<file path="config.mk">
export PLATFORM = sky130hd
export DESIGN_NAME = asse_axis
export DESIGN_NICKNAME = d
export VERILOG_FILES = /design/src/design/asse_pkg.sv /design/src/design/asse_tick_if.sv /design/src/design/asse_tick_div.sv /design/src/design/asse_axis.sv
export SDC_FILE = /design/constraint.sdc
export NUM_CORES = 1
export LEC_CHECK = 0
export ABC_AREA = 1
export BUFFER_PORTS_ARGS = -buffer_cell sky130_fd_sc_hd__buf_2
export CAP_MARGIN = 20
export CORE_ASPECT_RATIO = 1.2
export CORE_UTILIZATION = 35
export CTS_BUF_LIST = sky130_fd_sc_hd__clkbuf_4 sky130_fd_sc_hd__clkbuf_8
export DETAILED_ROUTE_END_ITERATION = 10
export PLACE_DENSITY = 0.6
export SLEW_MARGIN = 20
export SYNTH_ARGS = -nofsm -noshare
export SYNTH_HDL_FRONTEND = slang
export SYNTH_SLANG_ARGS = --single-unit
</file>
<file path="constraint.sdc">
create_clock -name mclk_in -period 7.5 [get_ports mclk_in]
set_clock_uncertainty 0.15 [all_clocks]
set_input_delay 1.125 -clock mclk_in [delete_from_list [all_inputs] [get_ports mclk_in]]
set_output_delay 1.125 -clock mclk_in [all_outputs]
set_load 0.005 [all_outputs]
</file>
<file path="src/design/asse_pkg.sv">
// package for the axis start/stop supervision block
// assumes one 100 MHz clock and a register port driven by the host logic
package asse_pkg;
   // -----------------------------------------------------------------
   // register map (word index = byte address here)
   // -----------------------------------------------------------------
   localparam logic [7:0] ASSE_REG_CTRL = 8'h00;
   localparam logic [7:0] ASSE_REG_NEAR_PASS = 8'h01;
   localparam logic [7:0] ASSE_REG_SHIFT_SPD = 8'h02;
   localparam logic [7:0] ASSE_REG_BACKLASH = 8'h03;
   localparam logic [7:0] ASSE_REG_PULSE_UNIT = 8'h04;
   localparam logic [7:0] ASSE_REG_OVERRIDE = 8'h05;
   localparam logic [7:0] ASSE_REG_DONE_TIME = 8'h06;
   localparam logic [7:0] ASSE_REG_RUN_STATE = 8'h07;
   localparam logic [7:0] ASSE_REG_FAULT = 8'h08;
   localparam logic [7:0] ASSE_REG_WARN = 8'h09;
   localparam logic [7:0] ASSE_REG_IRQ_STAT = 8'h0a;
   localparam logic [7:0] ASSE_REG_IRQ_MASK = 8'h0b;
   localparam logic [7:0] ASSE_REG_RUN_OVR = 8'h0c;
   localparam logic [15:0] ASSE_DEAD_WORD = 16'hdead;
   // ctrl register bits
   localparam int ASSE_CTRL_START = 0;
   localparam int ASSE_CTRL_STOP = 1;
   localparam int ASSE_CTRL_JOG_FWD = 2;
   localparam int ASSE_CTRL_JOG_REV = 3;
   localparam int ASSE_CTRL_ERR_RST = 4;
   localparam int ASSE_CTRL_SPD_CHG = 5;
   // irq bits
   localparam int ASSE_IRQ_FAULT = 0;
   localparam int ASSE_IRQ_WARN = 1;
   localparam int ASSE_IRQ_DONE = 2;
   // -----------------------------------------------------------------
   // codes
   // -----------------------------------------------------------------
   localparam logic [15:0] ASSE_WARN_START_BUSY = 16'h0064; // 100
   localparam logic [15:0] ASSE_WARN_SPD_DECEL = 16'h01f4; // 500
   localparam logic [15:0] ASSE_ERR_UPPER_LIM = 16'h0068; // 104
   localparam logic [15:0] ASSE_ERR_LOWER_LIM = 16'h0069; // 105
   localparam logic [15:0] ASSE_ERR_BACKLASH = 16'h03aa; // 938
   localparam logic [15:0] ASSE_ERR_NEAR_PASS = 16'h03cb; // 971
   localparam logic [15:0] ASSE_ERR_SHIFT_SPD = 16'h03e5; // 997
   localparam logic [15:0] ASSE_CODE_NONE = 16'h0000;
   // run state word values
   localparam logic [15:0] ASSE_RS_IDLE = 16'h0000;
   localparam logic [15:0] ASSE_RS_RUN = 16'h0001;
   localparam logic [15:0] ASSE_RS_DECEL = 16'h0002;
   localparam logic [15:0] ASSE_RS_STOPPED = 16'h0003;
   localparam logic [15:0] ASSE_RS_ERROR = 16'h0004;
   localparam logic [15:0] ASSE_RS_DONE = 16'h0005;
   // reset values
   localparam logic [15:0] ASSE_OVR_RST = 16'h0064; // 100
   localparam logic [15:0] ASSE_DONE_TIME_RST = 16'h012c; // 300
   // -----------------------------------------------------------------
   // timing
   // -----------------------------------------------------------------
   localparam int ASSE_CLK_MHZ = 100;
   localparam int ASSE_TICK_US = 1000;
   localparam int ASSE_TICK_CYC = ASSE_TICK_US * ASSE_CLK_MHZ;
   localparam int ASSE_DECEL_TICKS = 4;
   localparam int ASSE_AUTO_DECEL_LEFT = 8;

   typedef enum logic [2:0] {
      ASSE_IDLE, ASSE_RUN, ASSE_AUTO_DEC, ASSE_STOP_DEC, ASSE_JOG
   } asse_state_t;
endpackage

</file>
<file path="src/design/asse_tick_if.sv">
// tick interface between the supervisor and its ms divider
// assumes a single clock shared by both ends
`timescale 1ns/10ps
interface asse_tick_if;
   logic tick;
   logic run;
   modport src (output tick, input run);
   modport dst (input tick, output run);
endinterface

</file>
<file path="src/design/asse_tick_div.sv">
// ms tick divider for the axis supervisor
// assumes mclk_in at 100 MHz; count is a parameter so sims can shorten it
`timescale 1ns/10ps
module asse_tick_div #(
   parameter int TICK_CYC = 100000
) (
   input wire logic mclk_in, // clock
   input wire logic rst_n_in, // async reset, low
   asse_tick_if.src tk // tick out, run in
);
   import asse_pkg::*;
   logic [16:0] cnt_r;
   logic [16:0] cnt_nxt;
   logic wrap;
   assign wrap = (cnt_r == 17'(TICK_CYC - 1));
   assign cnt_nxt = (!tk.run || wrap) ? 17'h0 : cnt_r + 17'h1;
   assign tk.tick = tk.run && wrap;
   always_ff @(posedge mclk_in or negedge rst_n_in) begin
      if (!rst_n_in) cnt_r <= 17'h0;
      else cnt_r <= cnt_nxt;
   end
endmodule

</file>
<file path="src/design/asse_axis.sv">
// axis start/stop supervision and parameter checks, one axis
// assumes a host register port on mclk_in; limit pins and ready asynchronous
//
// Overview of operation
// - a stop request begins a decelerating stop and the axis stays busy until it ends.
// - a start while busy, even while stopping, is dropped and sets warning 100.
// - a near-pass selection other than 0 or 1 raises error 971.
// - on a rising host ready the shift-speed selection is checked, error 997 if not 0 or 1.
// - a backlash that is negative or above one pulse of travel raises error 938.
// - a jog with the upper or lower limit input inactive is inhibited with error 104 or 105.
// - warning 500 on a speed change only during stop or auto deceleration, motion goes on.
// - an override written during a move takes effect from the next start only.
// - a move ended by a stop request does not give the complete signal.
// - a move ended by an error gives no complete signal and the code is reported.
`timescale 1ns/10ps
module asse_axis #(
   parameter int TICK_CYC = asse_pkg::ASSE_TICK_CYC
) (
   input wire logic mclk_in, // 100 MHz clock
   input wire logic rst_n_in, // async reset, low
   input wire logic [7:0] addr_in, // register word address
   input wire logic [15:0] wdata_in, // write data
   input wire logic wr_in, // write strobe
   input wire logic rd_in, // read strobe
   output logic [15:0] rdata_out, // read data, cycle after rd
   input wire logic host_ready_in, // host ready pin
   input wire logic upper_lim_in, // upper stroke limit, high = ok
   input wire logic lower_lim_in, // lower stroke limit, high = ok
   input wire logic ext_stop_in, // external stop pin
   output logic busy_out, // axis executing
   output logic done_out, // positioning complete pulse
   output logic [15:0] run_ovr_out, // override latched for this move
   output logic irq_out // interrupt, level
);
   import asse_pkg::*;

   // ----------------------------------------------------------------
   // pin synchronisers
   // ----------------------------------------------------------------
   logic [3:0] pin_s1_r, pin_s2_r;
   logic rdy_d_r;
   always_ff @(posedge mclk_in or negedge rst_n_in) begin
      if (!rst_n_in) begin
         pin_s1_r <= 4'h0;
         pin_s2_r <= 4'h0;
         rdy_d_r <= 1'b0;
      end else begin
         pin_s1_r <= {ext_stop_in, lower_lim_in, upper_lim_in, host_ready_in};
         pin_s2_r <= pin_s1_r;
         rdy_d_r <= pin_s2_r[0];
      end
   end
   logic rdy_rise, up_ok, lo_ok, ext_stop;
   assign rdy_rise = pin_s2_r[0] && !rdy_d_r;
   assign up_ok = pin_s2_r[1];
   assign lo_ok = pin_s2_r[2];
   assign ext_stop = pin_s2_r[3];

   // ----------------------------------------------------------------
   // register decode
   // ----------------------------------------------------------------
   logic [15:0] near_pass_r, shift_spd_r, backlash_r, pulse_unit_r, ovr_r;
   logic [15:0] done_time_r, run_ovr_r, fault_r, warn_r, run_state_r;
   logic [2:0] irq_stat_r, irq_mask_r;
   logic wr_ctrl, wr_stat, req_start, req_stop, req_jog, req_rst, req_spd;
   assign wr_ctrl = wr_in && (addr_in == ASSE_REG_CTRL);
   assign wr_stat = wr_in && (addr_in == ASSE_REG_IRQ_STAT);
   assign req_start = wr_ctrl && wdata_in[ASSE_CTRL_START];
   assign req_stop = wr_ctrl && wdata_in[ASSE_CTRL_STOP];
   assign req_jog = wr_ctrl &&
      (wdata_in[ASSE_CTRL_JOG_FWD] || wdata_in[ASSE_CTRL_JOG_REV]);
   assign req_rst = wr_ctrl && wdata_in[ASSE_CTRL_ERR_RST];
   assign req_spd = wr_ctrl && wdata_in[ASSE_CTRL_SPD_CHG];

   always_ff @(posedge mclk_in or negedge rst_n_in) begin
      if (!rst_n_in) begin
         near_pass_r <= 16'h0;
         shift_spd_r <= 16'h0;
         backlash_r <= 16'h0;
         pulse_unit_r <= 16'h1;
         ovr_r <= ASSE_OVR_RST;
         done_time_r <= ASSE_DONE_TIME_RST;
         irq_mask_r <= 3'h0;
      end else if (wr_in) begin
         unique case (addr_in)
            ASSE_REG_NEAR_PASS: near_pass_r <= wdata_in;
            ASSE_REG_SHIFT_SPD: shift_spd_r <= wdata_in;
            ASSE_REG_BACKLASH: backlash_r <= wdata_in;
            ASSE_REG_PULSE_UNIT: pulse_unit_r <= wdata_in;
            ASSE_REG_OVERRIDE: ovr_r <= wdata_in;
            ASSE_REG_DONE_TIME: done_time_r <= wdata_in;
            ASSE_REG_IRQ_MASK: irq_mask_r <= wdata_in[2:0];
            default: ;
         endcase
      end
   end

   // ----------------------------------------------------------------
   // parameter checks
   // ----------------------------------------------------------------
   logic near_bad, shift_bad, back_bad;
   logic [15:0] chk_code;
   assign near_bad = near_pass_r > 16'h1;
   assign shift_bad = rdy_rise && (shift_spd_r > 16'h1);
   // backlash is signed, must lie in 0 .. one pulse of travel
   assign back_bad = backlash_r[15] ||
      (backlash_r > pulse_unit_r);
   assign chk_code = shift_bad ? ASSE_ERR_SHIFT_SPD :
      near_bad ? ASSE_ERR_NEAR_PASS :
      back_bad ? ASSE_ERR_BACKLASH : ASSE_CODE_NONE;

   // ----------------------------------------------------------------
   // axis sequencer
   // ----------------------------------------------------------------
   asse_tick_if tk ();
   asse_tick_div #(.TICK_CYC(TICK_CYC)) u_div (
      .mclk_in(mclk_in),
      .rst_n_in(rst_n_in),
      .tk(tk)
   );
   asse_state_t st_r, st_nxt;
   logic [7:0] move_cnt_r;
   logic [15:0] done_cnt_r;
   logic stop_hit, move_err, jog_bad, start_ok, finish_ok;
   logic [15:0] jog_code;
   assign busy_out = (st_r != ASSE_IDLE);
   assign tk.run = busy_out || (done_cnt_r != 16'h0);
   assign stop_hit = req_stop || ext_stop;
   assign jog_bad = req_jog && (!up_ok || !lo_ok);
   assign jog_code = !up_ok ? ASSE_ERR_UPPER_LIM : ASSE_ERR_LOWER_LIM;
   assign move_err = (chk_code != ASSE_CODE_NONE) && busy_out;
   assign start_ok = req_start && !busy_out && (chk_code == ASSE_CODE_NONE);
   assign finish_ok = (st_r == ASSE_AUTO_DEC) && tk.tick &&
      (move_cnt_r == 8'h0) && !stop_hit && !move_err;

   always_comb begin
      st_nxt = st_r;
      unique case (st_r)
         ASSE_IDLE: begin
            if (start_ok) st_nxt = ASSE_RUN;
            else if (req_jog && !jog_bad) st_nxt = ASSE_JOG;
         end
         ASSE_RUN, ASSE_JOG: begin
            if (move_err) st_nxt = ASSE_IDLE;
            else if (stop_hit) st_nxt = ASSE_STOP_DEC;
            else if (st_r == ASSE_RUN && tk.tick &&
               move_cnt_r == 8'(ASSE_AUTO_DECEL_LEFT)) st_nxt = ASSE_AUTO_DEC;
         end
         ASSE_AUTO_DEC: begin
            if (move_err) st_nxt = ASSE_IDLE;
            else if (stop_hit) st_nxt = ASSE_STOP_DEC;
            else if (finish_ok) st_nxt = ASSE_IDLE;
         end
         ASSE_STOP_DEC: begin
            // still busy until the deceleration finishes
            if (tk.tick && move_cnt_r == 8'h0) st_nxt = ASSE_IDLE;
         end
      endcase
   end

   always_ff @(posedge mclk_in or negedge rst_n_in) begin
      if (!rst_n_in) begin
         st_r <= ASSE_IDLE;
         move_cnt_r <= 8'h0;
      end else begin
         st_r <= st_nxt;
         if (st_nxt == ASSE_STOP_DEC && st_r != ASSE_STOP_DEC)
            move_cnt_r <= 8'(ASSE_DECEL_TICKS);
         else if (start_ok) move_cnt_r <= 8'hff;
         else if (tk.tick && move_cnt_r != 8'h0 && st_r != ASSE_JOG)
            move_cnt_r <= move_cnt_r - 8'h1;
      end
   end

   // override latched only at a start
   always_ff @(posedge mclk_in or negedge rst_n_in) begin
      if (!rst_n_in) run_ovr_r <= ASSE_OVR_RST;
      else if (start_ok) run_ovr_r <= ovr_r;
   end
   assign run_ovr_out = run_ovr_r;

   // complete pulse, only on a normal finish
   always_ff @(posedge mclk_in or negedge rst_n_in) begin
      if (!rst_n_in) done_cnt_r <= 16'h0;
      else if (finish_ok) done_cnt_r <= done_time_r;
      else if (start_ok) done_cnt_r <= 16'h0;
      else if (tk.tick && done_cnt_r != 16'h0)
         done_cnt_r <= done_cnt_r - 16'h1;
   end
   assign done_out = (done_cnt_r != 16'h0);

   // ----------------------------------------------------------------
   // latched codes and run state
   // ----------------------------------------------------------------
   logic [15:0] err_new, warn_new;
   logic spd_warn;
   assign spd_warn = req_spd &&
      (st_r == ASSE_STOP_DEC || st_r == ASSE_AUTO_DEC);
   assign err_new = (chk_code != ASSE_CODE_NONE) ? chk_code :
      jog_bad ? jog_code : ASSE_CODE_NONE;
   assign warn_new = (req_start && busy_out) ? ASSE_WARN_START_BUSY :
      spd_warn ? ASSE_WARN_SPD_DECEL : ASSE_CODE_NONE;

   always_ff @(posedge mclk_in or negedge rst_n_in) begin
      if (!rst_n_in) begin
         fault_r <= ASSE_CODE_NONE;
         warn_r <= ASSE_CODE_NONE;
      end else begin
         // a new code wins over a reset in the same cycle
         if (req_rst) fault_r <= err_new;
         else if (fault_r == ASSE_CODE_NONE) fault_r <= err_new;
         if (warn_new != ASSE_CODE_NONE) warn_r <= warn_new;
         else if (req_rst) warn_r <= ASSE_CODE_NONE;
      end
   end

   always_ff @(posedge mclk_in or negedge rst_n_in) begin
      if (!rst_n_in) run_state_r <= ASSE_RS_IDLE;
      else if (busy_out && move_err) run_state_r <= ASSE_RS_ERROR;
      else if (st_nxt == ASSE_STOP_DEC) run_state_r <= ASSE_RS_DECEL;
      else if (st_r == ASSE_STOP_DEC && st_nxt == ASSE_IDLE)
         run_state_r <= ASSE_RS_STOPPED;
      else if (finish_ok) run_state_r <= ASSE_RS_DONE;
      else if (st_nxt == ASSE_RUN || st_nxt == ASSE_JOG)
         run_state_r <= ASSE_RS_RUN;
   end

   // ----------------------------------------------------------------
   // interrupts and read port
   // ----------------------------------------------------------------
   logic [2:0] irq_set;
   assign irq_set = {finish_ok, warn_new != ASSE_CODE_NONE,
      err_new != ASSE_CODE_NONE};
   always_ff @(posedge mclk_in or negedge rst_n_in) begin
      if (!rst_n_in) irq_stat_r <= 3'h0;
      else irq_stat_r <= irq_set |
         (irq_stat_r & ~(wr_stat ? wdata_in[2:0] : 3'h0));
   end
   assign irq_out = |(irq_stat_r & irq_mask_r);

   logic [15:0] rd_mux;
   assign rd_mux =
      (addr_in == ASSE_REG_NEAR_PASS) ? near_pass_r :
      (addr_in == ASSE_REG_SHIFT_SPD) ? shift_spd_r :
      (addr_in == ASSE_REG_BACKLASH) ? backlash_r :
      (addr_in == ASSE_REG_PULSE_UNIT) ? pulse_unit_r :
      (addr_in == ASSE_REG_OVERRIDE) ? ovr_r :
      (addr_in == ASSE_REG_DONE_TIME) ? done_time_r :
      (addr_in == ASSE_REG_RUN_STATE) ? run_state_r :
      (addr_in == ASSE_REG_FAULT) ? fault_r :
      (addr_in == ASSE_REG_WARN) ? warn_r :
      (addr_in == ASSE_REG_IRQ_STAT) ? {13'h0, irq_stat_r} :
      (addr_in == ASSE_REG_IRQ_MASK) ? {13'h0, irq_mask_r} :
      (addr_in == ASSE_REG_RUN_OVR) ? run_ovr_r :
      (addr_in == ASSE_REG_CTRL) ? 16'h0 : ASSE_DEAD_WORD;
   always_ff @(posedge mclk_in or negedge rst_n_in) begin
      if (!rst_n_in) rdata_out <= 16'h0;
      else if (rd_in) rdata_out <= rd_mux;
   end
endmodule

</file>
==> key figures, run 1 <==
Timing
  • Final worst-path cycle share: 50.7%
  • Slew Viols, Final: 0
  • Setup TNS: 0 ns
  • Fin. Hold Viols: 0
  • Worst-Margin Slew: 1.02 ns
  • Fin crit period: 3.81 ns
  • Final worst slack: 3.69 ns
  • Fmax: 0.263 GHz
  • Slew HR: 31.6%
  • Setup violations, final: 0
  • RSZ-0062 raised after global routing: no

Worst setup path
  • WP data required: 7.70 ns
  • Arrival time of the worst setup path: 4.00 ns
  • Worst setup EP type: flop
  • Worst-case reg-to-reg path depth: 13
  • Critical path class: reg2reg
  • CP startpoint kind: flop
  • Worst-path fanout max: 33

Die
  • Num rows: 68
  • Core ar.: 28800 um2
  • Die height: 189 um
  • Die Wd: 158 um
  • DIE AREA: 29900 um2
  • I/O pin total: 67
  • Starting density of the core: 35.5%

Placement
  • Pre-CTS setup slack: 3.31 ns
  • Post-Place Cell Area: 10900 um2
  • GPL Wtd Cong: 0.941
  • # placed instances: 1724
  • Count of input and output buffers: 66
  • Post-DP HPWL: 20400 um

Synth
  • Mapped Area: 10200 um2
  • EDFF count, synth: 0
  • Post-Synth Adder-Cell Area: 2.45%
  • Sequential area share after synthesis: 48.9%
  • Xor/xnor share of the synthesized area: 1.80%
  • Avg Cell Area, Syn: 7.86 um2
  • Yosys cell types: 50
  • Post-synthesis simple-gate area fraction: 25.1%
  • Register bit total from synthesis: 199
  • Mux contribution to synthesized area: 0%
  • Top_reg_cell synth: dfrtp_1
  • Mapped Nets: 1352
  • Post-synthesis compound-gate area fraction: 14.5%
  • Post-Syn Instances: 1300
  • Synth warn: 0
  • Main combinational cell family by area after synthesis: simple AND/OR/NAND/NOR gates
  • Ys async rst share: 100%

Power
  • Maximum VDD drop: 0.113 mV
  • Internal: 1450 uW
  • Sequential power share: 54.4%
  • Sw frac: 31.1%
  • Static leakage: 0.00535 uW
  • Switching power: 653 uW
  • Clock group share of total power: 35.8%
  • Logic pwr share: 9.8%
  • PwrDens: 184 nW/um2

Hold path
  • Hold path cells: 0
  • Worst hold-check path type: reg2reg

Clocking
  • CTS max path bufs: 2
  • # clock sinks: 199
  • Post-cts sizing count: 0
  • H-Tree Depth: 4
  • Clk slew on worst S/H paths: 0.14 ns
  • Root buffer cell: clkbuf_8
  • Post-CTS Setup Bufs: 0
  • TritonCTS clock tree: done
  • Clk_lat worst skew: 0.50 ns
  • # hold bufs at CTS: 0
  • CTS Buf Count: 17

Job
  • Max_cap viols: 0

Finish
  • Reg area: 4990 um2
  • Area growth, synth to finish: 11.6%
  • # fillers: 3049
  • Antenna fix cells: 0
  • Area of the multi-input gates: 4470 um2
  • # nets final: 1410
  • Layout cell share with drive strength beyond 1: 11.2%
  • Non-Filler Instances: 1756
  • Post-route design area: 11400 um2

Global routing
  • Aggregate global-route resource usage: 19.3%
  • Total grt overflow: 0
  • Pin count of the biggest net entering global routing: 126
  • Vias in the first global route: 8515
  • First-pass GRT wire length: 44600 um
  • Antenna violations before repair: 0

Run status
  • Status: completed

Detailed routing
  • DR WL/cell: 15.6 um
  • Vias per cell: 4.99
  • Routed vias: 8771
  • DR DRC count: 0
  • Final WL: 27500 um
  • First-pass detailed-route iteration total: 5
  • Post-route ant nets: 0
  • DR iter-0 viols: 608
[metrics by stage]
step | hold slack [ns] | total power, uW | util [%]
finish | 0.199 | 2100 | 39.6
CTS | 0.204 | 2120 | 39.6
global route | 0.205 | 2200 | 39.6
global placement | 0.182 | 1370 | 38.1
floorplan | 0.181 | 1280 | -
detailed placement | 0.186 | 1370 | 38.1
[worst max-delay path, stage by stage, from the launching register on]
cell and delay [ns]:
dfrtp_1 0.42, ha_1 0.35, a21oi_1 0.20, nand2_1 0.07
a21oi_1 0.24, nand2_1 0.08, nand2_1 0.11, nand2_1 0.13
nor2_4 0.16, nand2_2 0.39, nand3_1 0.82, inv_1 0.31
nand2_1 0.12, o21ai_0 0.09
[cells by family (layout without fill, tap and decap cells)]
group	count (synthesis)	in the layout
and+or+nand+nor	594	594
AOI/OAI and AO/OA	269	269
DFF	199	199
buffers and inverters	197	268
xor gates and xnor gates	21	21
adders and majority gates	20	20
[final timing paths]
| check | from | to | slack (ns) |
|---|---|---|---|
| min | pin_s1_r[2] | pin_s2_r[2] | 0.20 |
| max reg2reg | backlash_r[11] | done_cnt_r[11] | 3.69 |
| max in group asynchronous | rst_n_in | rdata_out[1] | 5.14 |
| min reg2reg | pin_s1_r[2] | pin_s2_r[2] | 0.20 |
| min in group asynchronous | rst_n_in | u_div.cnt_r[2] | 0.55 |
| max | backlash_r[11] | done_cnt_r[11] | 3.69 |
[registers in the layout, indices dropped and copies added, names as in the netlist]
name,cells
st_r,3
rdata_out,16
irq_mask_r,3
run_state_r,3
irq_stat_r,3
warn_r,2
done_cnt_r,16
move_cnt_r,8
u_div.cnt_r,17
pin_s1_r,4
backlash_r,16
pin_s2_r,4
run_ovr_out,16
shift_spd_r,16
pulse_unit_r,16
done_time_r,16
near_pass_r,16
fault_r,7
ovr_r,16
rdy_d_r,1
[layout by cell type (no fill, tap or decap), types with 3 or more instances in the layout]
master	instances
nand2_1	338
dfrtp_1	188
o21ai_0	175
inv_1	150
nor2_1	121
buf_2	65
nand3_1	49
a21oi_1	47
nor3_1	26
nand4_1	23
ha_1	20
clkbuf_8	17
xor2_1	13
inv_2	11
dfstp_2	11
xnor2_1	8
nand2_2	7
o22ai_1	7
clkinv_8	7
a211oi_1	6
o2111ai_1	6
buf_4	6
nor4_1	5
or2_2	5
o211ai_1	4
o21ai_1	4
o221ai_1	4
nor2_2	3
a22oi_1	3
clkinv_1	3
a32o_1	3
inv_8	3
inv_12	3
[layer usage]
layer / GRT usage [%] / part of all wire [%] / vias to the layer above
li1: - / - / 4360
met1: 24.6 / 44 / 4173
met2: 33.4 / 50 / 193
met3: 2.49 / 3.0 / 45
met4: 6.77 / 2.7 / 0
met5: 0 / 0 / -
[power groups by stage]
stage	Combinational [uW]	Sequential (uW)	Clock, uW
2_1_floorplan	126	1160	0
3_3_place_gp	206	1160	0
3_5_place_dp	209	1160	0
4_1_cts	210	1140	769
5_1_grt	236	1150	812
6_report	206	1140	751
[cell usage after synthesis, types with 2 or more instances]
| library cell | n | area, um2 |
|---|---|---|
| or2_2 | 5 | 31.3 |
| nor2_4 | 2 | 22.5 |
| nor2_1 | 121 | 454 |
| o22ai_1 | 7 | 43.8 |
| dfrtp_1 | 188 | 4700 |
| o2111ai_1 | 6 | 52.6 |
| nor3_4 | 2 | 32.5 |
| xnor2_1 | 8 | 70.1 |
| a211oi_1 | 6 | 45.0 |
| nand2_1 | 338 | 1270 |
| o21ai_1 | 4 | 20.0 |
| o21bai_1 | 2 | 15.0 |
| a31oi_1 | 2 | 12.5 |
| dfstp_2 | 11 | 289 |
| inv_2 | 11 | 41.3 |
| xor2_1 | 13 | 114 |
| o21ai_0 | 175 | 876 |
| nand4_1 | 23 | 144 |
| nor3b_1 | 2 | 15.0 |
| nor3_1 | 26 | 130 |
| a21oi_1 | 47 | 235 |
| nand3_1 | 49 | 245 |
| clkbuf_1 | 31 | 116 |
| nand2_2 | 7 | 43.8 |
| a32o_1 | 3 | 30.0 |
| o221ai_1 | 4 | 35.0 |
| a22oi_1 | 3 | 22.5 |
| nand3_2 | 2 | 20.0 |
| ha_1 | 20 | 250 |
| o211ai_1 | 4 | 30.0 |
| nor4_1 | 5 | 31.3 |
| inv_1 | 150 | 563 |
| nor2_8 | 2 | 40.0 |
| nor2_2 | 3 | 18.8 |
| clkinv_1 | 3 | 11.3 |
[cell type report]
| type | instances | share of cell area (%) |
|---|---|---|
| sequential | 199 | 43.8 |
| inverter | 164 | 5.40 |
| clock buffer | 17 | 2.05 |
| multi-input combinational | 904 | 39.3 |
| clock inverter | 15 | 1.88 |
| timing repair buffer | 72 | 3.38 |
| tap | 385 | 4.23 |
(Power assumes the default switching activity.)
==> run 2, diff against run 1 <==
==> constraint.sdc (replaced) <==
create_clock -name mclk_in -period 3.7 [get_ports mclk_in]
set_clock_uncertainty 0.15 [all_clocks]
set_input_delay 0.555 -clock mclk_in [delete_from_list [all_inputs] [get_ports mclk_in]]
set_output_delay 0.555 -clock mclk_in [all_outputs]
set_load 0.005 [all_outputs]
==> run 2 against run 1 <==
Sequential cell count did not move. Clock power rose by 110%. Via count rose by 0.74%. Critical path depth fell by 2. Cell count rose by 1.4%. Count of clock-buffer cells in the layout did not move. Sequential share of layout area fell by 0.78 points. Routed wire length rose by 1.4%.
==> key figures, run 2 (synthesis gave the netlist of run 1 again) <==
Run status
  • Status: completed

Clocking
  • Root buffer cell: clkbuf_8
  • H-Tree Depth: 4
  • Clk_lat worst skew: 0.51 ns
  • CTS max path bufs: 2
  • Clk slew on worst S/H paths: 0.14 ns
  • Post-cts sizing count: 0
  • TritonCTS clock tree: done
  • # clock sinks: 199
  • CTS Buf Count: 17

Finish
  • Largest register by flop count: u_div.cnt_r
  • Non-Filler Instances: 1780
  • Layout cell share with drive strength beyond 1: 12.4%
  • Area growth, synth to finish: 13.6%
  • Commonest non-fill, non-tap cells in the layout: nand2_1, dfrtp_1, o21ai_0
  • Post-route design area: 11600 um2
  • # nets final: 1434
  • # fillers: 3096
  • Antenna fix cells: 0
  • Most common cell after layout, fill and taps aside: nand2_1
  • Max reg flops: 17
  • Reg area: 4990 um2
  • Area of the multi-input gates: 4470 um2

Detailed routing
  • First-pass detailed-route iteration total: 5
  • Routed vias: 8836
  • DR iter-0 viols: 545
  • Vias per cell: 4.96
  • DR WL/cell: 15.6 um
  • Post-route ant nets: 0
  • DR DRC count: 0
  • Final WL: 27800 um

Placement
  • # placed instances: 1743
  • Count of input and output buffers: 66
  • GPL Wtd Cong: 0.935
  • Post-DP HPWL: 21100 um
  • Post-Place Cell Area: 11100 um2

Timing
  • Slew Viols, Final: 0
  • Setup TNS: 0 ns
  • Setup violations, final: 0
  • Worst-Margin Slew: 0.972 ns
  • Fin crit period: 3.25 ns
  • RSZ-0062 raised after global routing: no
  • Fmax: 0.308 GHz
  • Final worst-path cycle share: 87.9%
  • Slew HR: 35.1%
  • Fin. Hold Viols: 0

Die
  • DIE AREA: 29900 um2
  • Num rows: 68
  • Die Wd: 158 um
  • Starting density of the core: 35.5%
  • Die height: 189 um
  • Core ar.: 28800 um2
  • I/O pin total: 67

Worst setup path
  • Worst-path fanout max: 23
  • CP max-delay cell: dfrtp_1
  • Cell mode on critical path: nand2_1
  • Critical path class: reg2reg
  • Setup slack, reg-to-reg: 0.45 ns
  • WP data required: 3.90 ns
  • Reg2reg end: run_ovr_out[3]
  • Arrival time of the worst setup path: 3.45 ns
  • Worst path cell trace: ha_1 -> nand2_1 -> nor3_1 -> nand3_1 -> nand2_1 -> nand2_1 -> nor2_4 -> nand2_2 -> buf_4 -> inv_1 -> o21ai_0
  • Reg2reg start: backlash_r[13]
  • CP startpoint kind: flop
  • Worst setup EP type: flop
  • Worst-case reg-to-reg path depth: 11
  • Slowest stage delay, CP: 0.44 ns

Job
  • Max_cap viols: 0

Hold path
  • Hold_sp: pin_s1_r[3]
  • Hold path cells: 0
  • Worst Hold End: pin_s2_r[3]
  • Worst hold-check path type: reg2reg

Global routing
  • Total grt overflow: 0
  • Vias in the first global route: 8717
  • Aggregate global-route resource usage: 19.6%
  • Antenna violations before repair: 0
  • First-pass GRT wire length: 45300 um
  • Pin count of the biggest net entering global routing: 81

Power
  • Total power: 4300 uW
  • Static leakage: 0.00547 uW
  • Maximum VDD drop: 0.230 mV
  • PwrDens: 370 nW/um2
[run 2: cell types whose count changed in the layout (fill, tap and decap cells not counted)]
cell	before	now
buf_12	0	1
buf_4	6	24
buf_8	1	0
clkbuf_8	17	18
clkinv_4	1	0
clkinv_8	7	4
dlygate4sd3_1	0	5
inv_12	3	7
inv_6	1	3
inv_8	3	1
[run 2: worst max-delay path by stage]
stage	from	endpoint	slack (ns)	depth (start not counted)
after floorplan	addr_in[2]	move_cnt_r[5]	1.31	15
after global placement	addr_in[0]	rdata_out[1]	0.59	13
after detailed placement	addr_in[0]	rdata_out[1]	0.58	13
after CTS	backlash_r[11]	run_ovr_out[3]	0.56	11
after global routing	pulse_unit_r[11]	run_ovr_out[4]	0.23	13
final	backlash_r[13]	run_ovr_out[3]	0.45	11
[run 2: report_power, final]
| part | switching (uW) | internal [uW] |
|---|---|---|
| clock | 991 | 559 |
| sequential | 57.8 | 2260 |
| combinational | 294 | 136 |
| total | 1340 | 2950 |
[run 2: layer usage]
layer  global-route usage [%]  vias to the layer above  wire length [um]
met1                     24.8                     4181             12300
met2                     34.0                      201             13900
met4                     6.73                        0               758
li1                         -                     4409                 -
met5                        0                        -                 0
met3                     2.70                       45               922
[run 2: timing repair]
action	CTS	global route
hold buffers	5	0
hold endpoints to repair	78	0
buffers inserted	0	0
[run 2: critical path: cells and delay by family (launching register included)]
kind / cells / cell delay, ns
and+or+nand+nor: 7 / 1.31
AOI/OAI and AO/OA: 1 / 0.15
buffers and inverters: 2 / 0.73
adders and majority gates: 1 / 0.32
DFF: 1 / 0.44
[run 2: metrics by stage]
step | hold WS, ns | utilization (%) | worst slack (ns)
3_5_place_dp | 0.196 | 38.6 | 0.582
6_report | 0.215 | 40.4 | 0.449
4_1_cts | 0.224 | 40.4 | 0.563
3_3_place_gp | 0.186 | 38.6 | 0.585
2_1_floorplan | 0.109 | - | 1.31
5_1_grt | 0.227 | 40.4 | 0.233
[run 2: area by class of cell]
type,count,share of cell area (%)
Clock buffer,17,2.02
Clock inverter,15,1.87
Inverter,164,5.30
Multi-Input combinational cell,904,38.6
Sequential cell,199,43.0
Tap cell,385,4.15
Timing Repair Buffer,96,5.08
==> run 3, diff against run 2 <==
--- a/config.mk
+++ b/config.mk
@@ -5,14 +5,16 @@
 export SDC_FILE = /design/constraint.sdc
 export NUM_CORES = 1
 export LEC_CHECK = 0
-export ABC_AREA = 1
 export BUFFER_PORTS_ARGS = -buffer_cell sky130_fd_sc_hd__buf_2
 export CAP_MARGIN = 20
+export CELL_PAD_IN_SITES_DETAIL_PLACEMENT = 0
+export CELL_PAD_IN_SITES_GLOBAL_PLACEMENT = 2
 export CORE_ASPECT_RATIO = 1.2
+export CORE_MARGIN = 3
 export CORE_UTILIZATION = 35
 export CTS_BUF_LIST = sky130_fd_sc_hd__clkbuf_4 sky130_fd_sc_hd__clkbuf_8
 export DETAILED_ROUTE_END_ITERATION = 10
-export PLACE_DENSITY = 0.6
+export PLACE_DENSITY = 0.81
 export SLEW_MARGIN = 20
 export SYNTH_ARGS = -nofsm -noshare
 export SYNTH_HDL_FRONTEND = slang
==> run 3 against run 2 <==
The run now ends with negative hold slack left. Global-route usage decreased by 0.35 points. Largest cell class unchanged. Combinational power increased by 36%. Largest power group unchanged. Sequential cell count unchanged. Critical endpoint is now run_state_r[1]. Utilization about the same.
==> key figures, run 3 <==
Synth
  • Synth warn: 0
  • Top post-synthesis cells by area: dfrtp_1, mux2_2, nand2_1
  • Synth top area share: 47.2%
  • Mapped Area: 9960 um2
  • EDFF count, synth: 0
  • Register bit total from synthesis: 199
  • Most numerous cell in the Yosys netlist: dfrtp_1
  • Top_reg_cell synth: dfrtp_1
  • Post-Syn Instances: 972
  • Post-synth top cells: dfrtp_1, nand2_1, mux2_2
  • Yosys cell types: 74
  • Avg Cell Area, Syn: 10.2 um2
  • Synth area leader: dfrtp_1
  • Ys async rst share: 100%
  • Sequential area share after synthesis: 50.1%
  • Mapped Nets: 1024

Power
  • Maximum VDD drop: 0.199 mV
  • PwrDens: 397 nW/um2
  • Static leakage: 0.00526 uW

Detailed routing
  • DR WL/cell: 20.3 um
  • Final WL: 29100 um
  • DR DRC count: 0
  • First-pass detailed-route iteration total: 7
  • DR iter-0 viols: 467
  • Routed vias: 7746
  • Post-route ant nets: 0
  • Vias per cell: 5.39

Timing
  • Fin. Hold Viols: 10
  • Slew Viols, Final: 0
  • Fin crit period: 3.46 ns
  • RSZ-0062 raised after global routing: no
  • Hold slack: -0.0329 ns
  • Setup violations, final: 0
  • Fmax: 0.289 GHz
  • Setup TNS: 0 ns
  • Worst-Margin Slew: 0.925 ns
  • Final worst-path cycle share: 93.4%
  • Slew HR: 38.2%

Die
  • I/O pin total: 67
  • Die height: 191 um
  • Core ar.: 28000 um2
  • Starting density of the core: 35.6%
  • DIE AREA: 30500 um2
  • Num rows: 67
  • Die Wd: 160 um

Finish
  • Largest register by flop count: u_div.cnt_r
  • Max reg flops: 17
  • Area growth, synth to finish: 13.4%
  • # fillers: 2862
  • Commonest non-fill, non-tap cells in the layout: dfrtp_1, nand2_1, mux2_2
  • Reg area: 4990 um2
  • Util after Layout: 40.3%
  • Area of the multi-input gates: 4650 um2
  • Antenna fix cells: 0
  • # nets final: 1096
  • Most common cell after layout, fill and taps aside: dfrtp_1
  • Layout cell share with drive strength beyond 1: 24.3%

Global routing
  • First-pass GRT wire length: 45900 um
  • Total grt overflow: 0
  • Antenna violations before repair: 0
  • Vias in the first global route: 7844
  • Aggregate global-route resource usage: 19.3%
  • Pin count of the biggest net entering global routing: 105

Worst setup path
  • Reg2reg start: backlash_r[15]
  • WP data required: 3.92 ns
  • WP buf/inv: 0
  • Worst-path fanout max: 5
  • CP top delay family: simple AND/OR/NAND/NOR gates
  • CP startpoint kind: flop
  • Worst path cell trace: ha_1 -> nand4_1 -> or3_1 -> a211o_1 -> and4_4 -> o211a_1 -> o31ai_1 -> or4b_1 -> a311oi_1 -> nor3_1
  • Crit. Startpoint: backlash_r[15]
  • Critical path class: reg2reg
  • Slowest stage delay, CP: 0.50 ns
  • Arrival time of the worst setup path: 3.68 ns
  • Worst setup EP type: flop
  • CP max-delay cell: or4b_1

Clocking
  • CTS max path bufs: 2
  • # clock sinks: 199
  • TritonCTS clock tree: done
  • H-Tree Depth: 4
  • CTS Buf Count: 17
  • Clk_lat worst skew: 0.49 ns
  • Root buffer cell: clkbuf_8
  • Clk slew on worst S/H paths: 0.12 ns
  • Post-cts sizing count: 0

Run status
  • Failing checks: negative hold slack
  • Status: finished, violations left

Hold path
  • Worst hold-check path type: in2async

Placement
  • Post-DP HPWL: 21000 um
  • GPL Wtd Cong: 0.891
  • Count of input and output buffers: 66

Job
  • Max_cap viols: 0
run 3: changes by cell type after synthesis, moves of 11 or more:
cell,before,now
nand2_1,338,127
o21ai_0,175,40
inv_1,150,38
mux2_2,0,103
nor2_1,121,76
nand3_1,49,22
nand4_1,23,12
o22ai_1,7,18
run 3: kinds of logic (layout without fill, tap and decap cells):
group                    after synthesis  after routing  synth area share [%]
flip-flops                           199            199                  50.1
adder cells (fa/ha/maj)               20             20                  2.51
AND/OR/NAND/NOR                      334            334                  16.1
AO/OA/AOI/OAI                        193            193                  12.8
multiplexers                         107            107                  12.0
buffers and inverters                 84            169                  3.27
XOR/XNOR                              35             35                  3.08
run 3: path summary, 6_finish.rpt:
check | endpoint | depth (start not counted) | slack [ns]
worst max-delay path | run_state_r[1] | 10 | 0.24
worst min-delay path | pin_s2_r[1] | 1 | -0.03
worst max register to register | run_state_r[1] | 10 | 0.24
worst min register to register | pin_s2_r[3] | 0 | 0.21
max in group asynchronous | done_time_r[5] | 2 | 2.46
min in group mclk_in | pin_s2_r[3] | 0 | 0.21
run 3: per-stage QoR:
step                      worst slack [ns]  std cells  total power, uW  instance area (um2)  hold slack (ns)
after floorplan                      0.507        972             2780                 9960            0.109
after global placement               0.315       1400             3040                10800            0.185
after detailed placement             0.269       1400             3050                10800            0.193
after CTS                            0.271       1435             4520                11300         0.000783
after global routing                0.0238       1436             4700                11300           0.0692
final                                0.243       1436             4480                11300          -0.0329
run 3: what timing repair did:
item,in CTS,in global routing
buffers inserted,0,0
hold buffers,3,1
endpoints found under the hold margin,3,1
setup endpoints to repair,0,0
run 3: where the power goes:
group / internal, uW / switching (uW) / total (uW)
combinational: 238 / 347 / 585
clock: 596 / 877 / 1470
sequential: 2300 / 123 / 2420
run 3: final cells by class:
type | count | area share [%]
sequential | 199 | 44.2
clock inverter | 13 | 1.38
inverter | 39 | 1.30
clock buffer | 19 | 2.26
multi-input combinational | 689 | 41.2
timing repair buffer | 98 | 5.44
tap | 379 | 4.20
run 3: layer usage:
| layer | track usage, % | vias to the layer above | wire length (um) |
|---|---|---|---|
| met5 | 0 | - | 0 |
| met4 | 4.64 | 0 | 448 |
| met3 | 2.78 | 30 | 974 |
| met2 | 33.3 | 183 | 14400 |
| met1 | 25.5 | 3894 | 13300 |
| li1 | - | 3639 | - |
